`src/core/asrh_pkg.sv`:
```
// Package for the converter serial readout host
package asrh_pkg;
  // ----------------------------------------
  // Timing
  // ----------------------------------------
  localparam int CLK_HZ         = 20000000;
  localparam int CLK_NS         = 50;
  // Wait after strobe falls before reading, in ns (3.3 us)
  localparam int CONV_WAIT_NS   = 3300;
  localparam int CONV_WAIT_CYC  = (CONV_WAIT_NS + CLK_NS - 1) / CLK_NS;
  // Strobe low time, in ns
  localparam int STROBE_NS      = 100;
  localparam int STROBE_CYC     = (STROBE_NS + CLK_NS - 1) / CLK_NS;
  // Half serial clock period in system cycles (SCLK = 2 MHz)
  localparam int HALF_CYC       = 5;
  localparam int CNT_W          = 8;
  // ----------------------------------------
  // Word format
  // ----------------------------------------
  localparam int WORD_BITS      = 16;
  localparam int SHORT_BITS     = 8;
  localparam int RESULT_BITS    = 12;
  localparam int BIT_CNT_W      = 5;
  // ----------------------------------------
  // Types
  // ----------------------------------------
  typedef enum logic [1:0] {
    MODE_CONV_TIMED  = 2'h0,
    MODE_HOST_CLOCKED = 2'h1
  } asrh_mode_t;

  typedef struct packed {
    logic sclk;
    logic frame_n;
    logic strobe_n;
  } asrh_pins_t;

  typedef struct packed {
    logic [RESULT_BITS-1:0] result;
    logic                   valid;
  } asrh_result_t;
endpackage : asrh_pkg

```
`src/core/asrh_host.sv`:
```
// Host controller that reads the serial sampling converter
`timescale 1ns/1ps
`default_nettype none
module asrh_host (
  input  wire logic                 clk,
  input  wire logic                 reset,
  input  wire asrh_pkg::asrh_mode_t mode,
  input  wire logic                 start,
  input  wire logic                 power_down,
  input  wire logic [15:0]          interval_sclks,
  input  wire logic                 serial_result_out,
  output logic                      sclk_out,
  output logic                      host_transmit_frame_n,
  output logic                      conversion_start_strobe_n,
  output asrh_pkg::asrh_result_t    result_out,
  output logic                      busy
);
  // ----------------------------------------
  // States
  // ----------------------------------------
  typedef enum logic [4:0] {
    ST_IDLE   = 5'h01,
    ST_STROBE = 5'h02,
    ST_WAIT   = 5'h04,
    ST_SHIFT  = 5'h08,
    ST_DONE   = 5'h10
  } asrh_state_t;

  asrh_state_t                     state_reg;
  logic [asrh_pkg::CNT_W-1:0]      cnt_reg;
  logic [asrh_pkg::CNT_W-1:0]      half_reg;
  logic [asrh_pkg::BIT_CNT_W-1:0]  bits_reg;
  logic [asrh_pkg::BIT_CNT_W-1:0]  len_reg;
  logic [asrh_pkg::WORD_BITS-1:0]  shift_reg;
  logic                            sd_meta_reg;
  logic                            sd_sync_reg;
  logic                            gap_reg;
  logic [15:0]                     tick_reg;
  logic                            tick_due_reg;
  logic                            half_end;
  logic                            half_tick;
  logic                            tick_set;

  localparam logic [asrh_pkg::CNT_W-1:0] HALF_LAST =
    asrh_pkg::CNT_W'(asrh_pkg::HALF_CYC - 1);
  localparam logic [asrh_pkg::CNT_W-1:0] WAIT_LAST =
    asrh_pkg::CNT_W'(asrh_pkg::CONV_WAIT_CYC - 1);
  localparam logic [asrh_pkg::CNT_W-1:0] STROBE_LAST =
    asrh_pkg::CNT_W'(asrh_pkg::STROBE_CYC - 1);
  localparam logic [asrh_pkg::BIT_CNT_W-1:0] LEN_FULL =
    asrh_pkg::BIT_CNT_W'(asrh_pkg::WORD_BITS);
  localparam logic [asrh_pkg::BIT_CNT_W-1:0] LEN_SHORT =
    asrh_pkg::BIT_CNT_W'(asrh_pkg::SHORT_BITS);

  // ----------------------------------------
  // Decoders
  // ----------------------------------------
  // Frame start, shared by the sequencer and the pending-tick flag
  function automatic logic frame_take(input asrh_state_t st,
                                      input logic        go,
                                      input logic        due,
                                      input logic        slot);
    frame_take = (st == ST_IDLE) && go && due && slot;
  endfunction : frame_take

  // ----------------------------------------
  // Data input synchroniser
  // ----------------------------------------
  always_ff @(posedge clk) begin
    if (reset) begin
      sd_meta_reg <= 1'b0;
      sd_sync_reg <= 1'b0;
    end else begin
      sd_meta_reg <= serial_result_out;
      sd_sync_reg <= sd_meta_reg;
    end
  end

  // ----------------------------------------
  // Sample-rate divider
  // ----------------------------------------
  // Half-period pulse paces the serial clock; every second ends a period
  always_ff @(posedge clk) begin
    if (reset) begin
      half_reg <= '0;
      gap_reg  <= 1'b0;
    end else begin
      half_reg <= half_tick ? '0 : half_reg + 1'b1;
      if (half_tick) begin
        gap_reg <= ~gap_reg;
      end
    end
  end

  assign half_tick = (half_reg == HALF_LAST);
  assign half_end  = half_tick && gap_reg;
  // Counted in whole serial clock periods so frames never slip an edge
  assign tick_set  = half_end &&
                     (tick_reg >= interval_sclks - 16'h0001);

  // Interval of zero behaves as the longest interval
  always_ff @(posedge clk) begin
    if (reset) begin
      tick_reg <= 16'h0000;
    end else if (tick_set) begin
      tick_reg <= 16'h0000;
    end else if (half_end) begin
      tick_reg <= tick_reg + 16'h0001;
    end
  end

  // Tick stays pending until a frame takes it; a fresh tick wins
  always_ff @(posedge clk) begin
    if (reset) begin
      tick_due_reg <= 1'b0;
    end else if (tick_set) begin
      tick_due_reg <= 1'b1;
    end else if (frame_take(state_reg, start, tick_due_reg, half_end)) begin
      tick_due_reg <= 1'b0;
    end
  end

  // ----------------------------------------
  // Transfer sequencer
  // ----------------------------------------
  always_ff @(posedge clk) begin
    if (reset) begin
      state_reg                 <= ST_IDLE;
      cnt_reg                   <= '0;
      bits_reg                  <= '0;
      len_reg                   <= LEN_FULL;
      shift_reg                 <= 16'h0000;
      sclk_out                  <= 1'b1;
      host_transmit_frame_n     <= 1'b1;
      conversion_start_strobe_n <= 1'b1;
      result_out                <= '0;
      busy                      <= 1'b0;
    end else begin
      result_out.valid <= 1'b0;
      case (state_reg)
        ST_IDLE: begin
          sclk_out <= 1'b1;
          busy     <= 1'b0;
          if (frame_take(state_reg, start, tick_due_reg, half_end)) begin
            busy     <= 1'b1;
            bits_reg <= '0;
            cnt_reg  <= '0;
            if (mode == asrh_pkg::MODE_HOST_CLOCKED) begin
              len_reg  <= power_down ? LEN_SHORT : LEN_FULL;
              host_transmit_frame_n <= 1'b0;
              state_reg <= ST_SHIFT;
            end else begin
              len_reg  <= LEN_FULL;
              conversion_start_strobe_n <= 1'b0;
              state_reg <= ST_STROBE;
            end
          end
        end
        ST_STROBE: begin
          cnt_reg <= cnt_reg + 1'b1;
          if (cnt_reg == STROBE_LAST) begin
            conversion_start_strobe_n <= 1'b1;
            cnt_reg   <= '0;
            state_reg <= ST_WAIT;
          end
        end
        ST_WAIT: begin
          // Counted after the strobe rises, so the wait is generous
          cnt_reg <= cnt_reg + 1'b1;
          if (cnt_reg == WAIT_LAST) begin
            cnt_reg   <= '0;
            state_reg <= ST_SHIFT;
          end
        end
        ST_SHIFT: begin
          // Host is master: clock made from the half-period pulse
          if (half_tick) begin
            if (sclk_out) begin
              sclk_out <= 1'b0;
              // Falling edge: take the bit already presented, MSB first
              // Bit must settle two clocks before the fall
              shift_reg <= {shift_reg[asrh_pkg::WORD_BITS-2:0],
                            sd_sync_reg};
              bits_reg  <= bits_reg + 1'b1;
            end else if (bits_reg == len_reg) begin
              sclk_out  <= 1'b1;
              state_reg <= ST_DONE;
            end else begin
              sclk_out <= 1'b1;
            end
          end
        end
        ST_DONE: begin
          host_transmit_frame_n <= 1'b1;
          // Power-down frames carry no result
          if (len_reg == LEN_FULL) begin
            // Leading zeros dropped; result right-justified
            result_out.result <=
              shift_reg[asrh_pkg::RESULT_BITS-1:0];
            result_out.valid  <= 1'b1;
          end
          state_reg <= ST_IDLE;
        end
        default: begin
          state_reg <= ST_IDLE;
        end
      endcase
    end
  end
endmodule : asrh_host
`default_nettype wire

```
`config.mk`:
```
export PLATFORM = sky130hd
export DESIGN_NAME = asrh_host
export DESIGN_NICKNAME = d
export VERILOG_FILES = /design/src/core/asrh_pkg.sv /design/src/core/asrh_host.sv
export SDC_FILE = /design/constraint.sdc
export NUM_CORES = 1
export LEC_CHECK = 0
export ABC_AREA = 1
export BUFFER_PORTS_ARGS = -buffer_cell sky130_fd_sc_hd__buf_2
export CORE_UTILIZATION = 50
export DETAILED_ROUTE_END_ITERATION = 8
export HOLD_SLACK_MARGIN = 0.12
export PLACE_DENSITY = 0.72
export SYNTH_ARGS = -nofsm -noshare
export SYNTH_HDL_FRONTEND = slang
export SYNTH_SLANG_ARGS = --single-unit
```
`constraint.sdc`:
```
create_clock -name clk -period 8.5 [get_ports clk]
set_input_delay 1.7 -clock clk [delete_from_list [all_inputs] [get_ports clk]]
set_output_delay 1.7 -clock clk [all_outputs]
set_load 0.005 [all_outputs]
```
# Word-level counts from Yosys, hierarchy flattened
# Index checks and enable logic that the tools add are counted.
dict set report totals {
  ramBits 0
  out_inout_bits 17
  wordCells 99
  memories 0
  latch_bits 0
  mem_bits_ro 0
  regBits 80
}
dict set report classes {
  n_lt_le_gt_ge 1
  bitwise 2
  n_reduce_logical 22
  n_shift 0
  div 0
  addsub 5
  eq_ne 20
  mul 0
  muxes 32
}
# op count
set ops {}
lappend ops {{2-to-1 mux 5 bit} 11}
lappend ops {{2-to-1 mux 8 bit} 3}
lappend ops {{case mux 8 bit (3 select lines)} 1}
lappend ops {{case mux 5 bit (4 select lines)} 1}
lappend ops {{adder 16 x 1 -> 16 bit (second input constant)} 1}
lappend ops {{adder 8 x 1 -> 8 bit (second input constant)} 2}
lappend ops {{greater-or-equal comparator 16 bit} 1}
lappend ops {{subtractor 16 x 1 -> 16 bit (second input constant)} 1}
lappend ops {{!= test 2 bit (second input constant)} 7}
lappend ops {{2-to-1 mux 1 bit} 11}
lappend ops {{equality test 5 bit (second input constant)} 2}
lappend ops {{case mux 5 bit (2 select lines)} 1}
lappend ops {{equality test 8 x 1 -> 1 bit (second input constant)} 1}
lappend ops {{equality test 8 x 3 -> 1 bit (second input constant)} 1}
lappend ops {{equality test 8 x 7 -> 1 bit (second input constant)} 1}
lappend ops {{AND reduction 2 bit} 4}
lappend ops {{AND reduction 4 bit} 2}
lappend ops {{nonzero test 2 bit} 4}
lappend ops {{case mux 1 bit (2 select lines)} 3}
lappend ops {{AND reduction 3 bit} 2}
lappend ops {{AND reduction 6 bit} 1}
lappend ops {{OR reduction 2 bit} 3}
lappend ops {{adder 5 x 1 -> 5 bit (second input constant)} 1}
lappend ops {{equality test 5 x 1 -> 1 bit (second input constant)} 1}
lappend ops {{10 further kinds} 16}

# Logic depth before layout (Yosys ltp)
# Gate-level depths: netlist of run 1.
dict set report depth {
  depth_word 6
  depth_mapped 18
  depth_no_buf 17
}

# Least setup slack after synthesis of run 1
# Ideal clock, no wire load.
dict set report synth_timing {
  path_kind {input to register}
  startpoint {input port interval_sclks[0]}
  endpoint {register tick_reg[10]}
  stages 17
  setup_time_ps 116
  arrival_time_ps 3798
  n_path_buf 1
  path_slack_ps 4587
  cell_sequence {inv_1 -> ha_1 -> nand2_1 -> nor2_1 -> nand3b_1 -> nor3_1 -> xor2_1 -> inv_1 -> ha_1 -> nand2_1 -> nor3_1 -> nand3_1 -> nand3_1 -> nand2_1 -> nand2_1 -> buf_2 -> nor2_1}
}
dict set report synth_between {
  elab_chain_len 4
}
# element line
set synth_rtl {}
lappend synth_rtl {{from (decl)} asrh_host.sv:10} ;# input wire logic [15:0] interval_sclks,
lappend synth_rtl {{subtractor 16 x 1 -> 16 bit} asrh_host.sv:99} ;# (tick_reg >= interval_sclks - 16'h0001);
lappend synth_rtl {{greater-or-equal comparator 16 bit} asrh_host.sv:99}
lappend synth_rtl {{logical AND 1 bit} asrh_host.sv:98} ;# assign tick_set = half_end &&
lappend synth_rtl {{OR reduction 2 bit (no source line)} --}
lappend synth_rtl {{to (signal assigned)} asrh_host.sv:108} ;# tick_reg <= tick_reg + 16'h0001;
lappend synth_rtl {{to (decl)} asrh_host.sv:38} ;# logic [15:0] tick_reg;
# Every way passes these cells.
# A chain may end at the register's enable or synchronous reset.

# Worst setup path in the final report of run 1
dict set report layout_timing {
  startpoint {input port interval_sclks[2]}
  endpoint {register tick_reg[0]}
}
# Same word-level chain as after synthesis.

==> flow_summary.yaml, run 1 <==
power:
  ir_drop_mv: 0.133
  power_density_nw_per_um2: 171
  p_total_mw: 0.831
  p_leak_nw: 2.16
timing:
  worst_pin_slew_ns: 0.925
  fmax_mhz: 250
  fin_crit_sh_pct: 47.0
  hold_ws_ns: 0.410
  skew_ns: 0.00902
  slew_headroom_pct: 38.0
  rsz0062_at_grt: "false"
  setup_ws_ns: 4.50
  drv_slew: 0
  setup_tns_ns: 0
  timing.final.hold_violations: 0
  fin_crit_ns: 4.00
  finalSetupViolations: 0
clocking:
  ctsHoldBuffers: 0
  clockRootBuffer: "clkbuf_8"
  cts_sinks: 77
  cts_tree: "done"
  clk_pin_slew_ns: 0.09
  postCtsSetupRepairBufs: 0
  clockBufferDepth: 2
  numCtsBuffers: 9
  cts-htree-levels: 3
  cts_resized: 0
  insertion_delay_ns: 0.35
worst_setup_path:
  startpoint: "interval_sclks[2]"
  reg2reg_slack_ns: 6.21
  crit_path_end: "tick_reg[0]$_SDFFE_PP0P_"
  crit_top_cell: "nand2_1"
  path_cells: "buf_2, nor2_1, nand2_1, nor3_2, nand2_1, nor2_1, nand3_1, xnor2_1, inv_1, ha_1, nand2_1, nor3_1, nand3_1, nand3_1, nand2_1, nand2_1, nor2_1"
  critPathMaxFanout: 16
  reg2reg_from: "state_reg[3]$_SDFFE_PP0P_"
  slowest_delay_ns: 0.42
  end_kind: "flop"
  crit_arrival_ns: 4.22
  crit_type: "in -> reg"
  r2r_cells: 6
  cp_data_required_time_ns: 8.72
  startpoint_type: "input port"
  slowest_stage: "nand2_1"
  r2r_end: "result_out[1]$_SDFFE_PP0P_"
finish:
  layout.nets: 715
  n_antenna_cell: 0
  syn2layout_area_growth_pct: 10.1
  largest_reg_flops: 16
  layout-drive-gt1-share_pct: 11.8
  n_fill_cell: 790
  design_area_um2: 4860
detailed_routing:
  route.vias.total: 3995
  drt-wirelength-per-cell_um: 11.8
  first_iter_violations: 203
  avgViaCountPerCell: 5.14
  drc: 0
  ant_nets: 0
  dr.pass1.iters: 4
  routed_wl_um: 9170
place:
  io_buffers: 39
  place_area_um2: 4670
  place_congestion: 0.867
  pre_cts_ws_ns: 4.10
  dp_hpwl_um: 6870
global_routing:
  grt_pass1_wl_um: 16000
  grt_max_degree: 30
  grt_pass1_vias: 3791
  grtUsageTotal_pct: 22.3
  antenna_found_initial: 0
  grt_overflow_total: 0
worst_hold_path:
  hp-class: "reg -> reg"
  min_path_cells: 2
  min_from: "sd_meta_reg$_SDFF_PP0_"
synth:
  yosys_register_bits: 77
  yosys.area.top_type: "dfxtp_1"
  synth_cells: 632
  synth_top_area_share_pct: 34.9
  yosysMostFrequentCell: "nand2_1"
  ys_seq_area_share_pct: 34.9
  synth_common_cells: "112 x nand2_1, 110 x nor2_1, 81 x inv_1"
  ys_warn_count: 0
  syn_area_per_cell_um2: 6.99
  ys_types: 39
  ys.flop_type: "dfxtp_1"
  syn-cell-area_um2: 4420
  synth_edf_count: 0
  synth_area_leaders: "dfxtp_1 35%, nand2_1 9.5%, nor2_1 9.4%"
  async_flop_share_pct: 0
  syn_nets: 679
die:
  chipHeight_um: 96.0
  ios: 40
  dieArea_um2: 9210
  coreArea_um2: 8380
  start_util_pct: 52.7
  fp-row-count: 33
  die_w_um: 96.0
run_status:
  status: "finished, final reports clean"
run:
  cap_violations: 0
[stage by stage]
stage | utilization, % | instances
2_1_floorplan | - | 632
3_5_place_dp | 55.7 | 762
3_3_place_gp | 55.7 | 762
4_1_cts | 58.0 | 777
6_report | 58.0 | 777
5_1_grt | 58.0 | 777
[report_power, final]
group          internal (mW)  switching [mW]  leakage, nW
registers              0.374          0.0124        0.623
clock network          0.137           0.140       0.0923
logic                 0.0571           0.111         1.44
total                  0.567           0.264         2.16
[per-layer routing]
layer	global-route usage (%)	share of wire [%]	routed length, µm	vias up
met5	0	0	0	-
met4	6.72	1.2	111	0
met3	4.42	3.5	322	8
met2	40.5	48	4410	67
met1	26.3	47	4330	1828
li1	-	-	-	2092
[cell usage in the layout (no fill, tap or decap), types with 2 or more instances in the layout]
cell type   instances
o21ai_0            23
inv_2               4
nand3b_1            4
nand2_2             3
clkbuf_8            9
nor3_1             31
ha_1               24
nand2_1           112
xor2_1             25
nor2_4              5
nor3_2              2
and2_1              2
nor3b_1             2
inv_1              81
a21oi_1            33
nor2_1            110
nand2_4             3
o211ai_1            4
clkinvlp_4          2
nand4_1            10
buf_2              39
nand3_1            33
xnor2_1             9
dfxtp_1            77
o21ai_1             2
nor2_2              4
inv_6               2
a211oi_1            4
[worst max-delay path, delay by kind of cell]
kind	cells	cell delay, ns
buf+inv	2	0.17
simple gates	13	1.91
xor+xnor	1	0.14
fa+ha+maj	1	0.28
[worst min path at each step]
stage,endpoint
global route,sd_sync_reg$_SDFF_PP0_
global placement,sd_sync_reg$_SDFF_PP0_
CTS,sd_sync_reg$_SDFF_PP0_
detailed placement,sd_sync_reg$_SDFF_PP0_
floorplan,sd_sync_reg$_SDFF_PP0_
finish,sd_sync_reg$_SDFF_PP0_
[cell families after synthesis]
group,Yosys count,share of synthesized area (%)
AOI/OAI and AO/OA,71,9.04
xor gates and xnor gates,34,6.74
adders and majority gates,24,6.80
buffers and inverters,101,9.18
DFF,77,34.9
and+or+nand+nor,325,33.3
[area by class of cell]
type | count | area (µm²) | share of cell area (%)
well taps | 105 | 131 | 2.70
flip-flops and latches | 77 | 1540 | 31.7
inverters | 87 | 329 | 6.77
clock buffers | 9 | 124 | 2.55
multi-input cells | 454 | 2470 | 50.8
clock inverters | 6 | 71.3 | 1.47
repair buffers | 39 | 195 | 4.02
Note: power is estimated with default switching activity, not from simulation.
==> run 2, diff against run 1 <==
PLACE_DENSITY = 0.75   (was 0.72)
clock period = 3.55 ns   (was 8.5 ns; I/O delays follow)
==> flow_summary.yaml, run 2 (synthesized netlist as in run 1, its figures left out) <==
timing:
  skew_ns: 0.00887
  fin_crit_sh_pct: 87.6
  worst_pin_slew_ns: 0.659
  drv_slew: 0
  finalSetupViolations: 0
  rsz0062_at_grt: "false"
  fmax_mhz: 321
  fin_crit_ns: 3.11
  slew_headroom_pct: 56.0
  setup_tns_ns: 0
  timing.final.hold_violations: 0
detailed_routing:
  first_iter_violations: 156
  route.vias.total: 4018
  drc: 0
  avgViaCountPerCell: 5.15
  ant_nets: 0
  dr.pass1.iters: 5
  routed_wl_um: 9290
  drt-wirelength-per-cell_um: 11.9
clocking:
  postCtsSetupRepairBufs: 0
  ctsHoldBuffers: 0
  clockRootBuffer: "clkbuf_8"
  cts_sinks: 77
  cts_resized: 0
  insertion_delay_ns: 0.35
  numCtsBuffers: 9
  cts-htree-levels: 3
  clk_pin_slew_ns: 0.08
  clockBufferDepth: 2
  cts_tree: "done"
worst_setup_path:
  crit_arrival_ns: 3.36
  end_kind: "flop"
  crit_type: "in -> reg"
  cp_data_required_time_ns: 3.80
  critPathMaxFanout: 11
  startpoint_type: "input port"
place:
  dp_hpwl_um: 6960
  io_buffers: 39
  place_congestion: 0.866
  post-place-cells: 765
die:
  ios: 40
  coreArea_um2: 8380
  fp-row-count: 33
  start_util_pct: 52.7
  die_w_um: 96.0
  chipHeight_um: 96.0
  dieArea_um2: 9210
finish:
  layout.nets: 718
  layout.cells.non_filler: 780
  n_fill_cell: 821
  n_antenna_cell: 0
  syn2layout_area_growth_pct: 11.2
  mostFrequentLayoutCells: "112 x nand2_1, 110 x nor2_1, 81 x inv_1"
  largest_reg_flops: 16
  layout-drive-gt1-share_pct: 12.1
  postLayoutCoreUtil_pct: 58.6
  mostFrequentLayoutCell: "nand2_1"
power:
  p_leak_nw: 2.19
  p_int_mw: 1.43
  p_total_mw: 2.07
  swShare_pct: 30.8
  p_switching_mw: 0.638
  seq_power_share_pct: 44.7
  comb_power_share_pct: 19.6
  power_density_nw_per_um2: 422
  ir_drop_mv: 0.350
  p_clk_share_pct: 35.7
worst_hold_path:
  hp-class: "reg -> reg"
run:
  cap_violations: 0
global_routing:
  grtUsageTotal_pct: 22.3
  grt_pass1_wl_um: 16100
  antenna_found_initial: 0
  grt_max_degree: 29
  grt_pass1_vias: 3790
  grt_overflow_total: 0
run_status:
  status: "finished, final reports clean"
-- run 2: per-layer routing --
metal  vias up  wire (µm)  global-route usage [%]
met4         0         93                    6.22
li1       2093          -                       -
met3         8        327                    4.66
met5         -          0                       0
met2        55       4550                    40.1
met1      1862       4310                    26.6
-- run 2: power groups by stage --
stage	combinational [mW]	clock [mW]	sequential [mW]
final	0.407	0.739	0.925
after global routing	0.466	0.782	0.930
after CTS	0.403	0.753	0.925
after detailed placement	0.402	0	0.945
after global placement	0.388	0	0.943
after floorplan	0.329	0	0.939
-- run 2: worst paths after layout --
path	cells after the start	slack, ns	from	endpoint
min	2	0.41	sd_meta_reg$_SDFF_PP0_	sd_sync_reg$_SDFF_PP0_
max	18	0.44	interval_sclks[2]	tick_reg[2]$_SDFFE_PP0P_
min reg2reg	2	0.41	sd_meta_reg$_SDFF_PP0_	sd_sync_reg$_SDFF_PP0_
max reg2reg	11	1.52	half_reg[0]$_SDFF_PP0_	state_reg[2]$_SDFFE_PP0P_
-- run 2: final cells by class --
class                           instances  area, µm²  area share (%)
Clock inverter                          6       96.3            1.96
Multi-Input combinational cell        454       2470            50.3
Timing Repair Buffer                   42        218            4.44
Tap cell                              105        131            2.68
Clock buffer                            9        124            2.52
Sequential cell                        77       1540            31.4
Inverter                               87        329            6.70
-- run 2: worst max-delay path, cell delays in order --
cell and delay, ns:
buf_2 0.12, nor2_1 0.10, nand2_1 0.10, nor3_2 0.22, nand2_1 0.15, nor2_1 0.18
nand3_1 0.11, xnor2_1 0.15, inv_1 0.05, ha_1 0.28, nand2_1 0.08, nor3_1 0.30
nand3_1 0.13, nand3_1 0.11, nand2_1 0.08, nand2_1 0.18, buf_4 0.23, nor2_1 0.05
-- run 2: stage by stage --
step	hold slack [ns]	area [µm²]	worst slack [ns]
floorplan	0.388	4420	0.627
global placement	0.398	4690	0.350
CTS	0.413	4910	0.473
global route	0.423	4910	0.0612
detailed placement	0.399	4690	0.100
finish	0.411	4910	0.439
==> run 3, diff against run 2 <==
PLACE_DENSITY = 0.72   (was 0.75)
clock period = 3.7 ns   (was 3.55 ns; I/O delays follow)
==> flow_summary.yaml, run 3 (synthesized netlist as in run 1, its figures left out) <==
timing:
  rsz0062_at_grt: "false"
  hold_ws_ns: 0.421
  fin_crit_ns: 3.06
  drv_slew: 0
  timing.final.hold_violations: 0
  worst_pin_slew_ns: 0.613
  finalSetupViolations: 0
  fin_crit_sh_pct: 82.7
  setup_tns_ns: 0
  fmax_mhz: 327
  skew_ns: 0.0109
  setup_ws_ns: 0.640
  slew_headroom_pct: 59.2
worst_setup_path:
  crit_arrival_ns: 3.28
  r2r_cells: 11
  slowest_stage: "nand2_1"
  crit_top_cell: "nand2_1"
  crit_buf_inv: 2
  reg2reg_slack_ns: 1.68
  startpoint: "interval_sclks[2]"
  path_cells: "buf_2, nor2_1, nand2_1, nor3_2, nand2_1, nor2_1, nand3_1, xnor2_1, inv_1, ha_1, nand2_1, nor3_1, nand3_1, nand3_1, nand2_1, nand2_1, nor2_1"
  slowest_delay_ns: 0.43
  startpoint_type: "input port"
  cp_data_required_time_ns: 3.92
  r2r_end: "state_reg[2]$_SDFFE_PP0P_"
  crit_family: "simple AND/OR/NAND/NOR gates"
  end_kind: "flop"
  crit_type: "in -> reg"
  reg2reg_from: "half_reg[0]$_SDFF_PP0_"
  critPathMaxFanout: 16
finish:
  multi_input_area_um2: 2470
  mostFrequentLayoutCell: "nand2_1"
  n_fill_cell: 783
  layout.cells.non_filler: 779
  layout-drive-gt1-share_pct: 12.0
  syn2layout_area_growth_pct: 10.4
  mostFrequentLayoutCells: "112 x nand2_1, 110 x nor2_1, 81 x inv_1"
  seq_area_um2: 1540
  layout.nets: 717
  largest_reg_flops: 16
  postLayoutCoreUtil_pct: 58.2
  n_antenna_cell: 0
global_routing:
  grt_pass1_vias: 3807
  grt_overflow_total: 0
  grt_pass1_wl_um: 16200
  grt_max_degree: 30
  grtUsageTotal_pct: 22.5
  antenna_found_initial: 0
detailed_routing:
  drt-wirelength-per-cell_um: 11.9
  route.vias.total: 3976
  routed_wl_um: 9240
  first_iter_violations: 191
  drc: 0
  ant_nets: 0
  avgViaCountPerCell: 5.10
  dr.pass1.iters: 5
clocking:
  cts-htree-levels: 3
  postCtsSetupRepairBufs: 0
  clockBufferDepth: 2
  insertion_delay_ns: 0.35
  ctsHoldBuffers: 0
  cts_tree: "done"
  cts_sinks: 77
  clockRootBuffer: "clkbuf_8"
  cts_resized: 0
  numCtsBuffers: 9
  clk_pin_slew_ns: 0.09
worst_hold_path:
  min_path_cells: 2
  min_from: "sd_meta_reg$_SDFF_PP0_"
  hp-class: "reg -> reg"
  hold_path_end: "sd_sync_reg$_SDFF_PP0_"
power:
  p_leak_nw: 2.17
  power_density_nw_per_um2: 392
  ir_drop_mv: 0.318
die:
  chipHeight_um: 96.0
  dieArea_um2: 9210
  die_w_um: 96.0
  fp-row-count: 33
  start_util_pct: 52.7
  coreArea_um2: 8380
  ios: 40
place:
  dp_hpwl_um: 6870
  pre_cts_ws_ns: 0.251
  io_buffers: 39
  post-place-cells: 764
  place_congestion: 0.865
run:
  cap_violations: 0
run_status:
  status: "finished, final reports clean"
[run 3: worst max path at each step]
stage	cells after the start	endpoint
floorplan	17	tick_reg[10]$_SDFFE_PP0P_
global placement	17	tick_reg[9]$_SDFFE_PP0P_
detailed placement	17	tick_reg[8]$_SDFFE_PP0P_
CTS	17	tick_reg[10]$_SDFFE_PP0P_
global route	17	tick_reg[10]$_SDFFE_PP0P_
finish	17	tick_reg[9]$_SDFFE_PP0P_
[run 3: metal layers]
layer / routed length [µm] / part of all wire (%) / track usage (%) / up-vias
met4: 118 / 1.3 / 7.71 / 0
met1: 4370 / 47 / 28.7 / 1793
met2: 4410 / 48 / 37.4 / 65
li1: - / - / - / 2105
met5: 0 / 0 / 0 / -
met3: 347 / 3.8 / 5.13 / 13
[run 3: report_power, final]
group          internal (mW)  switching (mW)
registers              0.859          0.0287
logic                  0.132           0.254
clock network          0.313           0.322
[run 3: tightest hold or removal path, stage by stage, from the launching register on]
cell and delay (ns):
dfxtp_1 0.30, inv_1 0.04, nor2_1 0.03
[run 3: through the flow]
| step | total power [mW] | cell area, µm² |
|---|---|---|
| 2_1_floorplan | 1.22 | 4420 |
| 3_3_place_gp | 1.28 | 4680 |
| 3_5_place_dp | 1.29 | 4680 |
| 4_1_cts | 1.93 | 4880 |
| 5_1_grt | 2.03 | 4880 |
| 6_report | 1.91 | 4880 |
[run 3: layout make-up]
class                      count  area share, %
sequential                    77           31.6
timing repair buffer          41           4.31
multi-input combinational    454           50.6
inverter                      87           6.75
tap                          105           2.69
clock buffer                   9           2.54
clock inverter                 6           1.46
